File: src/hdl/power_mode_pkg.sv
package power_mode_pkg;

    // ============================================================
    // Bus geometry
    localparam int ADDR_W = 4;
    localparam int DATA_W = 32;
    localparam logic [ADDR_W-1:0] OFS_CONTROL = 4'h0;
    localparam logic [ADDR_W-1:0] OFS_STATUS = 4'h4;
    localparam logic [1:0] RESP_OKAY = 2'h0;
    localparam logic [1:0] RESP_SLVERR = 2'h2;

    // ============================================================
    // Control register fields
    localparam int BIT_IDLE = 0;
    localparam int BIT_PDOWN = 1;
    localparam int BIT_FLAG_A = 2;
    localparam int BIT_FLAG_B = 3;
    localparam int BIT_RESERVED = 4;
    localparam int BIT_WAKE_SEL = 5;
    localparam int BIT_HARD_EN = 6;
    localparam int BIT_BAUD = 7;
    localparam logic [7:0] CONTROL_RESET = 8'h00;
    localparam logic [7:0] RESERVED_ONES = 8'h10;

    // ============================================================
    // Status register fields
    localparam int ST_STATE_LSB = 0;
    localparam int ST_PIN = 2;

    // ============================================================
    // Interrupt sources and serial modes
    localparam int IRQ_N = 6;
    localparam logic [1:0] SERIAL_MODE_0 = 2'h0;

    typedef enum logic [1:0] {
        ST_RUN = 2'b00,
        ST_IDLE = 2'b01,
        ST_PDOWN = 2'b10,
        ST_HARD = 2'b11
    } power_state_t;

endpackage

File: src/hdl/power_mode_control.sv
`timescale 1ns/1ps
// Behaviour
// - Writing power-down bit enters power-down
// - Power-down stops CPU and divided clock
// - Power-down ends on reset or interrupt
// - Wake-select governs interrupt release of both modes
// - Wake-select zero: only enabled interrupts release
// - Wake-select one: any flagged interrupt releases
// - Wake-select cleared only by software
// - Hard power-down enable bit arms function
// - Armed, power-fail fall enters hard power-down
// - Hard power-down left only by reset
// - Baud bit acts in serial modes 1-3
// - Baud bit zero halves serial clock
// - Baud bit one keeps serial clock full
module power_mode_control
(
    // Clock and reset
    input wire logic aclk,
    input wire logic aresetn,
    // AXI4-Lite write address
    input wire logic [power_mode_pkg::ADDR_W-1:0] s_axi_awaddr,
    input wire logic s_axi_awvalid,
    output logic s_axi_awready,
    // AXI4-Lite write data
    input wire logic [power_mode_pkg::DATA_W-1:0] s_axi_wdata,
    input wire logic [3:0] s_axi_wstrb,
    input wire logic s_axi_wvalid,
    output logic s_axi_wready,
    // AXI4-Lite write response
    output logic [1:0] s_axi_bresp,
    output logic s_axi_bvalid,
    input wire logic s_axi_bready,
    // AXI4-Lite read address
    input wire logic [power_mode_pkg::ADDR_W-1:0] s_axi_araddr,
    input wire logic s_axi_arvalid,
    output logic s_axi_arready,
    // AXI4-Lite read data
    output logic [power_mode_pkg::DATA_W-1:0] s_axi_rdata,
    output logic [1:0] s_axi_rresp,
    output logic s_axi_rvalid,
    input wire logic s_axi_rready,
    // Interrupt controller view
    input wire logic [power_mode_pkg::IRQ_N-1:0] interrupt_flags,
    input wire logic [power_mode_pkg::IRQ_N-1:0] interrupt_enable_reg,
    // Power-fail pin
    input wire logic power_fail_input,
    // Serial port clocking
    input wire logic timer1_carry,
    input wire logic [1:0] serial_mode,
    output logic serial_clock_tick,
    // Clock gating
    output logic cpu_run,
    output logic periph_clock_run,
    output logic oscillator_run
);
    import power_mode_pkg::*;

    // ============================================================
    // Write channel
    logic aw_got;
    logic w_got;
    logic [ADDR_W-1:0] aw_addr;
    logic [7:0] w_byte;
    logic w_lane0;
    logic [7:0] control;
    power_state_t state;

    wire aw_take = s_axi_awvalid && s_axi_awready;
    wire w_take = s_axi_wvalid && s_axi_wready;
    wire aw_have = aw_got || aw_take;
    wire w_have = w_got || w_take;
    wire do_write = aw_have && w_have;
    wire [ADDR_W-1:0] wr_addr = aw_got ? aw_addr : s_axi_awaddr;
    wire [7:0] wr_byte = w_got ? w_byte : s_axi_wdata[7:0];
    // Lane 0 carries the only byte of the register
    wire wr_lane0 = w_got ? w_lane0 : s_axi_wstrb[0];
    wire wr_hit_ctl = wr_addr == OFS_CONTROL;
    wire wr_hit_st = wr_addr == OFS_STATUS;
    // Unmapped addresses answer with an error and change nothing
    wire wr_ok = wr_hit_ctl || wr_hit_st;
    wire ctl_write = do_write && wr_hit_ctl && wr_lane0;
    wire next_aw_got = aw_have && !do_write;
    wire next_w_got = w_have && !do_write;
    wire next_bvalid = do_write || (s_axi_bvalid && !s_axi_bready);

    // Half of a write may arrive first; it is parked until its partner
    always_ff @(posedge aclk)
    begin
        if (!aresetn)
        begin
            aw_got <= 1'b0;
            w_got <= 1'b0;
        end
        else
        begin
            aw_got <= next_aw_got;
            w_got <= next_w_got;
        end
    end

    always_ff @(posedge aclk)
    begin
        if (!aresetn)
        begin
            aw_addr <= '0;
            w_byte <= 8'h00;
            w_lane0 <= 1'b0;
        end
        else
        begin
            if (aw_take)
                aw_addr <= s_axi_awaddr;
            if (w_take)
            begin
                w_byte <= s_axi_wdata[7:0];
                w_lane0 <= s_axi_wstrb[0];
            end
        end
    end

    // Readies stay low while a response waits, so one write at a time
    always_ff @(posedge aclk)
    begin
        if (!aresetn)
        begin
            s_axi_awready <= 1'b0;
            s_axi_wready <= 1'b0;
            s_axi_bvalid <= 1'b0;
        end
        else
        begin
            s_axi_awready <= !next_aw_got && !next_bvalid;
            s_axi_wready <= !next_w_got && !next_bvalid;
            s_axi_bvalid <= next_bvalid;
        end
    end

    always_ff @(posedge aclk)
    begin
        if (!aresetn)
            s_axi_bresp <= RESP_OKAY;
        else if (do_write)
            s_axi_bresp <= wr_ok ? RESP_OKAY : RESP_SLVERR;
    end

    // ============================================================
    // Read channel
    logic [2:0] fail_sync;
    logic fail_level;

    wire ar_take = s_axi_arvalid && s_axi_arready;
    wire rd_hit_ctl = s_axi_araddr == OFS_CONTROL;
    wire rd_hit_st = s_axi_araddr == OFS_STATUS;
    wire next_rvalid = ar_take || (s_axi_rvalid && !s_axi_rready);
    // Bit 4 has no storage behind it and always reads one
    wire [7:0] ctl_view = control | RESERVED_ONES;
    wire [7:0] st_view = 8'h00
        | (8'(state) << ST_STATE_LSB)
        | (8'(fail_level) << ST_PIN);
    wire [7:0] rd_byte = rd_hit_ctl ? ctl_view
                       : rd_hit_st ? st_view : 8'h00;

    always_ff @(posedge aclk)
    begin
        if (!aresetn)
        begin
            s_axi_arready <= 1'b0;
            s_axi_rvalid <= 1'b0;
        end
        else
        begin
            s_axi_arready <= !next_rvalid;
            s_axi_rvalid <= next_rvalid;
        end
    end

    // Read data is captured once at the address handshake and then
    // held, so it stands unchanged for as long as rvalid waits
    always_ff @(posedge aclk)
    begin
        if (!aresetn)
        begin
            s_axi_rdata <= '0;
            s_axi_rresp <= RESP_OKAY;
        end
        else if (ar_take)
        begin
            s_axi_rdata <= {24'h000000, rd_byte};
            s_axi_rresp <= (rd_hit_ctl || rd_hit_st)
                         ? RESP_OKAY : RESP_SLVERR;
        end
    end

    // ============================================================
    // Power-fail pin filter
    // A level counts only once the second and third stages agree,
    // so a single-cycle glitch cannot trigger hard power-down
    wire next_fail_level = (fail_sync[1] == fail_sync[2])
                         ? fail_sync[2] : fail_level;
    wire fail_fall = fail_level && !next_fail_level;

    always_ff @(posedge aclk)
    begin
        if (!aresetn)
            fail_sync <= 3'h7;
        else
            fail_sync <= {fail_sync[1:0], power_fail_input};
    end

    // Level resets high, so a pin held low through reset reads as a fall once it reaches the third stage
    always_ff @(posedge aclk)
    begin
        if (!aresetn)
            fail_level <= 1'b1;
        else
            fail_level <= next_fail_level;
    end

    // ============================================================
    // Power state machine
    wire [IRQ_N-1:0] enabled_irq = interrupt_flags & interrupt_enable_reg;
    wire wake_any = |interrupt_flags;
    wire wake_enabled = |enabled_irq;
    wire wake = control[BIT_WAKE_SEL] ? wake_any : wake_enabled;
    wire low_power = (state == ST_IDLE) || (state == ST_PDOWN);
    wire wake_now = low_power && wake;
    wire hard_trip = control[BIT_HARD_EN] && fail_fall;
    power_state_t next_state;

    // Entry only from run; a power-down request outranks idle
    always_comb
    begin
        next_state = state;
        case (state)
            ST_RUN:
                if (ctl_write && wr_byte[BIT_PDOWN])
                    next_state = ST_PDOWN;
                else if (ctl_write && wr_byte[BIT_IDLE])
                    next_state = ST_IDLE;
            ST_IDLE,
            ST_PDOWN:
                if (wake)
                    next_state = ST_RUN;
            ST_HARD:
                next_state = ST_HARD;
            default:
                next_state = ST_RUN;
        endcase
        // Hard power-down outranks every other move; only reset leaves it
        if (hard_trip)
            next_state = ST_HARD;
    end

    // Mode request bits drop on wake; a write in the same cycle wins.
    // The wake-select bit is never touched by hardware.
    logic [7:0] next_control;

    always_comb
    begin
        next_control = control;
        if (wake_now)
        begin
            next_control[BIT_IDLE] = 1'b0;
            next_control[BIT_PDOWN] = 1'b0;
        end
        if (ctl_write)
            next_control = wr_byte & ~RESERVED_ONES;
    end

    always_ff @(posedge aclk)
    begin
        if (!aresetn)
            state <= ST_RUN;
        else
            state <= next_state;
    end

    always_ff @(posedge aclk)
    begin
        if (!aresetn)
            control <= CONTROL_RESET;
        else
            control <= next_control;
    end

    // ============================================================
    // Clock gating outputs
    // Idle keeps peripherals and interrupt logic alive so they can wake
    wire next_cpu_run = next_state == ST_RUN;
    wire next_periph_run = (next_state == ST_RUN)
                        || (next_state == ST_IDLE);
    wire next_osc_run = next_state != ST_HARD;

    always_ff @(posedge aclk)
    begin
        if (!aresetn)
            cpu_run <= 1'b1;
        else
            cpu_run <= next_cpu_run;
    end

    always_ff @(posedge aclk)
    begin
        if (!aresetn)
            periph_clock_run <= 1'b1;
        else
            periph_clock_run <= next_periph_run;
    end

    always_ff @(posedge aclk)
    begin
        if (!aresetn)
            oscillator_run <= 1'b1;
        else
            oscillator_run <= next_osc_run;
    end

    // ============================================================
    // Serial clock divider
    // Mode 0 ticks on every timer carry, so the baud bit is ignored there
    logic half_phase;

    wire timer_clocked = serial_mode != SERIAL_MODE_0;
    wire halve = timer_clocked && !control[BIT_BAUD];
    wire carry_live = timer1_carry && periph_clock_run;
    wire next_tick = carry_live && (!halve || half_phase);

    // The phase toggles in every mode, so a halved run drops its first carry only after an even count of earlier carries
    always_ff @(posedge aclk)
    begin
        if (!aresetn)
            half_phase <= 1'b0;
        else if (carry_live)
            half_phase <= !half_phase;
    end

    always_ff @(posedge aclk)
    begin
        if (!aresetn)
            serial_clock_tick <= 1'b0;
        else
            serial_clock_tick <= next_tick;
    end

endmodule // power_mode_control

File: config.mk
export PLATFORM = sky130hd
export DESIGN_NAME = power_mode_control
export DESIGN_NICKNAME = d
export VERILOG_FILES = /design/src/hdl/power_mode_pkg.sv /design/src/hdl/power_mode_control.sv
export SDC_FILE = /design/constraint.sdc
export NUM_CORES = 1
export LEC_CHECK = 0
export BUFFER_PORTS_ARGS = -buffer_cell sky130_fd_sc_hd__clkbuf_2
export CAP_MARGIN = 0
export CELL_PAD_IN_SITES_DETAIL_PLACEMENT = 0
export CELL_PAD_IN_SITES_GLOBAL_PLACEMENT = 1
export CORE_MARGIN = 3
export CORE_UTILIZATION = 30
export CTS_BUF_LIST = sky130_fd_sc_hd__clkbuf_2
export DETAILED_ROUTE_END_ITERATION = 16
export GPL_TIMING_DRIVEN = 1
export PLACE_DENSITY = 0.78
export SLEW_MARGIN = 15
export SYNTH_ARGS = -nofsm -noshare
export SYNTH_HDL_FRONTEND = slang
export SYNTH_SLANG_ARGS = --single-unit
File: constraint.sdc
create_clock -name aclk -period 3.4 [get_ports aclk]
set_clock_uncertainty 0.2 [all_clocks]
set_input_delay 0.34 -clock aclk [delete_from_list [all_inputs] [get_ports aclk]]
set_output_delay 0.34 -clock aclk [all_outputs]
set_load 0.01 [all_outputs]
==> results of run 1 <==
==> cells in the mapped netlist (5+ instances only) <==
cell type  instances  share of area
a22oi_1            5          0.017
nor2b_1           11          0.031
a21boi_0          13          0.044
nor3_1             6          0.014
a21oi_1           11          0.025
nor2_1            11          0.019
dfxtp_1           47           0.43
nand2b_1           5          0.014
inv_1              5         0.0085
buf_4             26          0.088
clkbuf_1           8          0.014
nand2_1           30          0.051
nand3_1           16          0.036
mux2i_1           10          0.045
o211a_1            5          0.023
==> metrics by stage <==
stage	instances	utilization	setup WS (ns)	area [um^2]
2_1_floorplan	271	-	1.23	2300
3_3_place_gp	390	0.358	0.983	2480
3_5_place_dp	390	0.358	0.953	2480
4_1_cts	415	0.392	0.865	2720
5_1_grt	415	0.392	0.733	2720
6_report	415	0.392	0.882	2720
==> state kept, by name, summed over array words and instances, names as in the netlist, 2 cells and up <==
register,flops
state,2
w_byte,7
s_axi_rdata,8
control,7
aw_addr,4
fail_sync,3
==> metal layers <==
layer	wire, um	up-vias	part of all wire
met4	59	0	0.013
met5	0	-	0
met2	2210	66	0.47
met3	347	8	0.074
met1	2090	841	0.44
li1	-	951	-
==> tightest hold or removal path: stages <==
cell and delay (ns):
clkbuf_2 0.07, nor2_1 0.03, nor3_1 0.13, nor3b_1 0.07
==> where the power goes <==
part	internal [mW]	total [mW]	switching, mW
logic	0.0684	0.146	0.0774
registers	0.572	0.589	0.0167
clock network	0.125	0.311	0.186
total	0.766	1.05	0.280
==> worst paths after layout <==
kind | startpoint | to | cells past startpoint
setup reg to reg | w_got$_SDFF_PN0_ | cpu_run$_SDFF_PN1_ | 4
hold reg to reg | fail_sync[0]$_SDFF_PN1_ | fail_sync[1]$_SDFF_PN1_ | 1
setup / recovery | s_axi_awaddr[3] | cpu_run$_SDFF_PN1_ | 7
hold / removal | serial_mode[0] | serial_clock_tick$_SDFF_PN0_ | 4
==> cells by family after synthesis <==
group / share of synthesized area
and+or+nand+nor: 0.218
AOI/OAI and AO/OA: 0.170
DFF: 0.426
buffers and inverters: 0.113
muxes: 0.0556
adders and majority gates: 0.0113
other: 0.00170
xor gates and xnor gates: 0.00397
==> final cells by class <==
type                       instances  area [um^2]
inverter                           5         18.8
clock buffer                       5         25.0
multi-input combinational        184         1110
clock inverter                     3         42.5
tap                               96          120
sequential                        47          941
timing repair buffer              75          463
fill                             723         4220
==> cell usage in the layout, fill, tap and decap left out, types with 10 or more instances in the layout <==
| cell | Yosys | layout |
|---|---|---|
| a21boi_0 | 13 | 13 |
| a21oi_1 | 11 | 11 |
| clkbuf_2 | 0 | 62 |
| conb_1 | 1 | 26 |
| dfxtp_1 | 47 | 47 |
| dlygate4sd3_1 | 0 | 17 |
| mux2i_1 | 10 | 10 |
| nand2_1 | 30 | 30 |
| nand3_1 | 16 | 16 |
| nor2_1 | 11 | 11 |
| nor2b_1 | 11 | 11 |
==> timing repair <==
| item | CTS | global route |
|---|---|---|
| setup buffers | 0 | 0 |
| hold buffers | 17 | 0 |
| endpoints found under the setup margin | 0 | 0 |
| hold endpoints to repair | 18 | 0 |
==> run metrics, run 1 <==
outcome=complete, no violations; Clk Latency, worst-skew pair=0.42 ns; VDD IR max=0.000152 V; Final ANT Viol Nets=0; Slew Viols, Final=0; GR Util met2=0.193; Ys Warns=0; proportion of layout cells with a drive suffix above 1=0.219; synthesized area per cell=8.97 um^2; Tightest Pin Transition=0.774 ns; Iter 0 DRT Violations=55; Clock Pin Slew Worst Setup and Hold Paths=0.26 ns; I/O pin count=112; Setup CP Type=in2reg; clock tree buffer depth=2; CP cell instances=dlygate4sd3_1 -> clkbuf_2 -> nor4_2 -> o211ai_2 -> o311a_1 -> or4_1 -> o41ai_2; met3 usage=0.0345; Post-synth EDFFs=0; DR vias=1866; core area=0.00694 mm^2; final hold violations=0; Port Buf Inserts=57; Setup TNS=0 ns; Layout area overhead=23.3%; total chip power=1.05 mW; ANT cells=0; fin crit share=0.741; number of buffers created by CTS=5; hpwl dp=3530 um; Critical Path Source Type=input port; number of max-cap violations=0; CTS root buf=clkbuf_2; full die area=0.00842 mm^2; Die X=91.8 um; gpl congestion=0.760; RSZ-0062 raised after global routing=false; CP bufs+invs=2; CP max stage delay=0.53 ns; Top delay family on crit path=compound AO/OA/AOI/OAI gates; Post-Synthesis Cell Area=0.00221 mm^2; Slew HR=0.482; via/cell ratio=4.50; initial antenna violation count=0; number of gates resized after CTS=0; TritonCTS clock tree=done; first-pass GRT wire length=7900 um; largest net degree at the start of global routing=44; Top FF cell, synth=dfxtp_1; Worst setup EP type=flip-flop; vias in the first global route=1758; Worst Path Arrival=2.66 ns; overall routed net length=4710 um; Synth Instances=246; clk sinks=47; Overflow after GRT=0; htree depth=2; R2R setup slack=0.92 ns; WHS=0.0189 ns; Synth Register Bits=47; final net count=387; Setup Viol. Count Final=0; drt pass-1 iters=4; Total Routing Usage GR=0.113; share of flip-flops with an asynchronous set or reset=0; slowest CP cell=dlygate4sd3_1; Initial Util=0.318; worst-path maximum fanout=5; post-synthesis sequential area ratio=0.426; fin crit period=2.52 ns; Die Span Y=91.8 um; HP Class=in2reg; busiest grt layer=met2; Critical Path RT=3.54 ns; site row count=30; wire per inst=11.3 um; met1 usage=0.138; Pwr Density=384 mW/mm^2; DRC violations left=0; Pleak=1.19 nW; post-synth cell types=41; fmax=397 MHz
Note: power is estimated with default switching activity, not from simulation.
==> run 2: changes to the inputs <==
--- a/config.mk
+++ b/config.mk
@@ -5,16 +5,17 @@
 export SDC_FILE = /design/constraint.sdc
 export NUM_CORES = 1
 export LEC_CHECK = 0
+export ABC_AREA = 1
 export BUFFER_PORTS_ARGS = -buffer_cell sky130_fd_sc_hd__clkbuf_2
 export CAP_MARGIN = 0
 export CELL_PAD_IN_SITES_DETAIL_PLACEMENT = 0
 export CELL_PAD_IN_SITES_GLOBAL_PLACEMENT = 1
 export CORE_MARGIN = 3
-export CORE_UTILIZATION = 30
+export CORE_UTILIZATION = 29
 export CTS_BUF_LIST = sky130_fd_sc_hd__clkbuf_2
 export DETAILED_ROUTE_END_ITERATION = 16
 export GPL_TIMING_DRIVEN = 1
-export PLACE_DENSITY = 0.78
+export PLACE_DENSITY = 0.82
 export SLEW_MARGIN = 15
 export SYNTH_ARGS = -nofsm -noshare
 export SYNTH_HDL_FRONTEND = slang
==> constraint.sdc (replaced) <==
create_clock -name aclk -period 2.1 [get_ports aclk]
set_clock_uncertainty 0.2 [all_clocks]
set_input_delay 0.21 -clock aclk [delete_from_list [all_inputs] [get_ports aclk]]
set_output_delay 0.21 -clock aclk [all_outputs]
set_load 0.01 [all_outputs]
==> run metrics, run 2 <==
Layout fillers=795 (+10%); pre-CTS WS=0.336 ns (-0.617 ns); TritonCTS clock tree=done; Tightest Pin Transition=0.816 ns (+0.0422 ns); Setup Viol. Count Final=0 (unchanged); Port Buf Inserts=57 (unchanged); Top delay family on crit path=buffers and inverters; top routing layer in use=met4; Gate power share=0.178 (+0.039); CP max stage delay=0.56 ns (+0.03 ns); proportion of layout cells with a drive suffix above 1=0.215 (-0.00444); Die X=93.4 um (+1.7%); placed cells=458 (+17%); Critical Path RT=2.28 ns (-1.26 ns); Seq. cell area=942 um^2 (+0.13%); WHS=0.0380 ns (+0.0192 ns); area of the multi-input gates=0.00101 mm^2 (-9.2%); wire per inst=10.0 um (-12%); top cells by count, synth=62 x nand2_1, 47 x dfxtp_1, 39 x nor2_1, 34 x inv_1, 26 x buf_4; CP bufs+invs=4 (+2); Clk pwr share=0.225 (-0.072); final hold violations=0 (unchanged); Slew Viols, Final=0 (unchanged); via/cell ratio=4.12 (-8.5%); met2 WL post-DR=2470 um (+12%); Synth top area share=0.425 (-0.00120); Top FF cell, synth=dfxtp_1; CP dominant cell by count=dlygate4sd3_1; max FFs per register=8 (unchanged); NetSw=0.451 mW (+61%); Worst setup EP type=flip-flop; Die Span Y=93.4 um (+1.7%); drt pass-1 iters=4 (unchanged); Met3 Wirelength=239 um (-31%); Worst Path Arrival=2.22 ns (-0.44 ns); top flop regs=s_axi_rdata x8, control x7, w_byte x7; core area=0.00733 mm^2 (+5.6%); vias in the first global route=1887 (+7.3%); cell taking the most area after synthesis=dfxtp_1; most common cell after layout, fill and taps aside=clkbuf_2; Ys Warns=0 (unchanged); number of buffers created by CTS=5 (unchanged); full die area=0.00872 mm^2 (+3.5%); M1 WL=2220 um (+6.6%); overall routed net length=5000 um (+6.2%); first-pass GRT wire length=8210 um (+3.9%); slowest CP cell=dlygate4sd3_1; Post-Synthesis Cell Area=0.00221 mm^2 (+0.28%); DRC violations left=0 (unchanged); CTS root buf=clkbuf_2; fin crit period=2.04 ns; total chip power=1.60 mW (+53%); ANT cells=0 (unchanged); worst-path maximum fanout=4 (-1); Reg with most FFs=s_axi_rdata; Worst Setup Slack, final=0.0584 ns (-0.824 ns); Synth Register Bits=47 (unchanged); final net count=468 (+21%); I/O pin count=112 (unchanged); Synth Instances=307 (+25%); post-synthesis sequential area ratio=0.425 (-0.00120); CP cell instances=dlygate4sd3_1 -> clkbuf_2 -> nand2_2 -> o21ai_1 -> dlygate4sd3_1 -> a21oi_1 -> dlygate4sd3_1; site row count=31 (+3.3%); htree depth=2 (unchanged); DR vias=2054 (+10%); Critical Path Source Type=input port; Total Routing Usage GR=0.117 (+0.00383); Setup CP Type=in2reg; fin crit share=0.972; HP Class=in2reg; Pleak=1.45 nW (+21%); synthesized area per cell=7.21 um^2 (-20%); share of flip-flops with an asynchronous set or reset=0 (unchanged); number of max-cap violations=0 (unchanged); most frequent cell after synthesis=nand2_1; Overflow after GRT=0 (unchanged); Pwr Density=555 mW/mm^2 (+44%); Setup TNS=0 ns (unchanged); Initial Util=0.302 (-0.0159); largest net degree at the start of global routing=27 (-39%); Clock Pin Slew Worst Setup and Hold Paths=0.24 ns (-0.02 ns); initial antenna violation count=0 (unchanged); Post-synth EDFFs=0 (unchanged); Slew HR=0.455 (-0.0268); commonest cells after routing, fill and taps aside=64 x clkbuf_2, 61 x nand2_1, 46 x dfxtp_1, 39 x nor2_1, 34 x inv_1; clk sinks=47 (unchanged); Iter 0 DRT Violations=83 (+51%); fmax=490 MHz; Internal=1.15 mW (+51%); clock tree buffer depth=2 (unchanged); sequential share of power=0.597 (+0.034); post-route insts no fill=499 (+20%); VDD IR max=0.000189 V (+25%); Switching Fraction=0.281 (+0.0133); outcome=complete, no violations; hpwl dp=3670 um (+3.9%); RSZ-0062 raised after global routing=false; gpl congestion=0.704 (-7.3%); Synth area leaders=dfxtp_1 43%, nand2_1 11%, buf_4 8.8%, nor2_1 6.6%, inv_1 5.8%; Layout area overhead=30.5%; Clk Latency, worst-skew pair=0.41 ns (about the same); Final ANT Viol Nets=0 (unchanged); post-synth cell types=26 (-37%)
## run 2: cell types whose count changed after synthesis, moves of 12 or more
cell / before / now
o21ai_0: 3 / 24
a21boi_0: 13 / 0
nand2_1: 30 / 62
a21oi_1: 11 / 23
nor2_1: 11 / 39
inv_1: 5 / 34
## run 2: logic make-up (layout without fill, tap and decap cells)
| logic type | count (synthesis) | count (layout) | synth area share |
|---|---|---|---|
| compound gates | 55 | 55 | 0.136 |
| xor+xnor | 1 | 1 | 0.00396 |
| fa+ha+maj | 2 | 2 | 0.0113 |
| buf+inv | 70 | 138 | 0.163 |
| flops | 47 | 47 | 0.425 |
| other cells | 1 | 26 | 0.00169 |
| simple gates | 131 | 131 | 0.259 |
## run 2: final timing paths
| kind | cells past startpoint | slack [ns] | endpoint | from |
|---|---|---|---|---|
| worst min-delay path | 4 | 0.04 | s_axi_wready$_SDFF_PN0_ | aresetn |
| worst max register to register | 5 | 0.13 | w_lane0$_SDFFE_PN0P_ | s_axi_wready$_SDFF_PN0_ |
| worst max-delay path | 7 | 0.06 | w_lane0$_SDFFE_PN0P_ | s_axi_wvalid |
| worst min register to register | 1 | 0.25 | fail_sync[1]$_SDFF_PN1_ | fail_sync[0]$_SDFF_PN1_ |
## run 2: repair_timing
| action | 4_1_cts | 5_1_grt |
|---|---|---|
| buffers inserted | 0 | 0 |
| resized for setup | 0 | 3 |
| endpoints found under the hold margin | 31 | 0 |
| setup endpoints to repair | 0 | 1 |
| hold buffers | 33 | 0 |
## run 2: worst reg2reg max path, cell delays in order, from the launching register on
cell and delay (ns):
dfxtp_2 0.39, nand2_2 0.07, o21ai_1 0.11, dlygate4sd3_1 0.55, a21oi_1 0.04, dlygate4sd3_1 0.55
## run 2: stage by stage
| stage | instance area (um^2) | utilization |
|---|---|---|
| after floorplan | 2310 | - |
| after global placement | 2510 | 0.343 |
| after detailed placement | 2510 | 0.343 |
| after CTS | 2880 | 0.393 |
| after global routing | 2890 | 0.394 |
| final | 2890 | 0.394 |
## run 2: layout make-up
cell class | instances | share of cell area
clock buffer | 7 | 0.0121
clock inverter | 1 | 0.00173
inverter | 38 | 0.0494
multi-input combinational | 215 | 0.349
sequential | 47 | 0.326
tap | 99 | 0.0429
timing repair buffer | 92 | 0.218
## run 2: metal layers
| metal | vias up | global-route usage |
|---|---|---|
| li1 | 1107 | - |
| met1 | 899 | 0.138 |
| met2 | 42 | 0.207 |
| met3 | 6 | 0.0265 |
| met4 | 0 | 0.0403 |
| met5 | - | 0 |
## run 2: power groups by stage
stage                     clock network (mW)  registers (mW)  logic, mW
after floorplan                            0           0.976      0.181
after global placement                     0           0.972      0.229
after detailed placement                   0           0.974      0.231
after CTS                              0.382           0.956      0.286
after global routing                   0.420           0.963      0.322
final                                  0.361           0.956      0.286
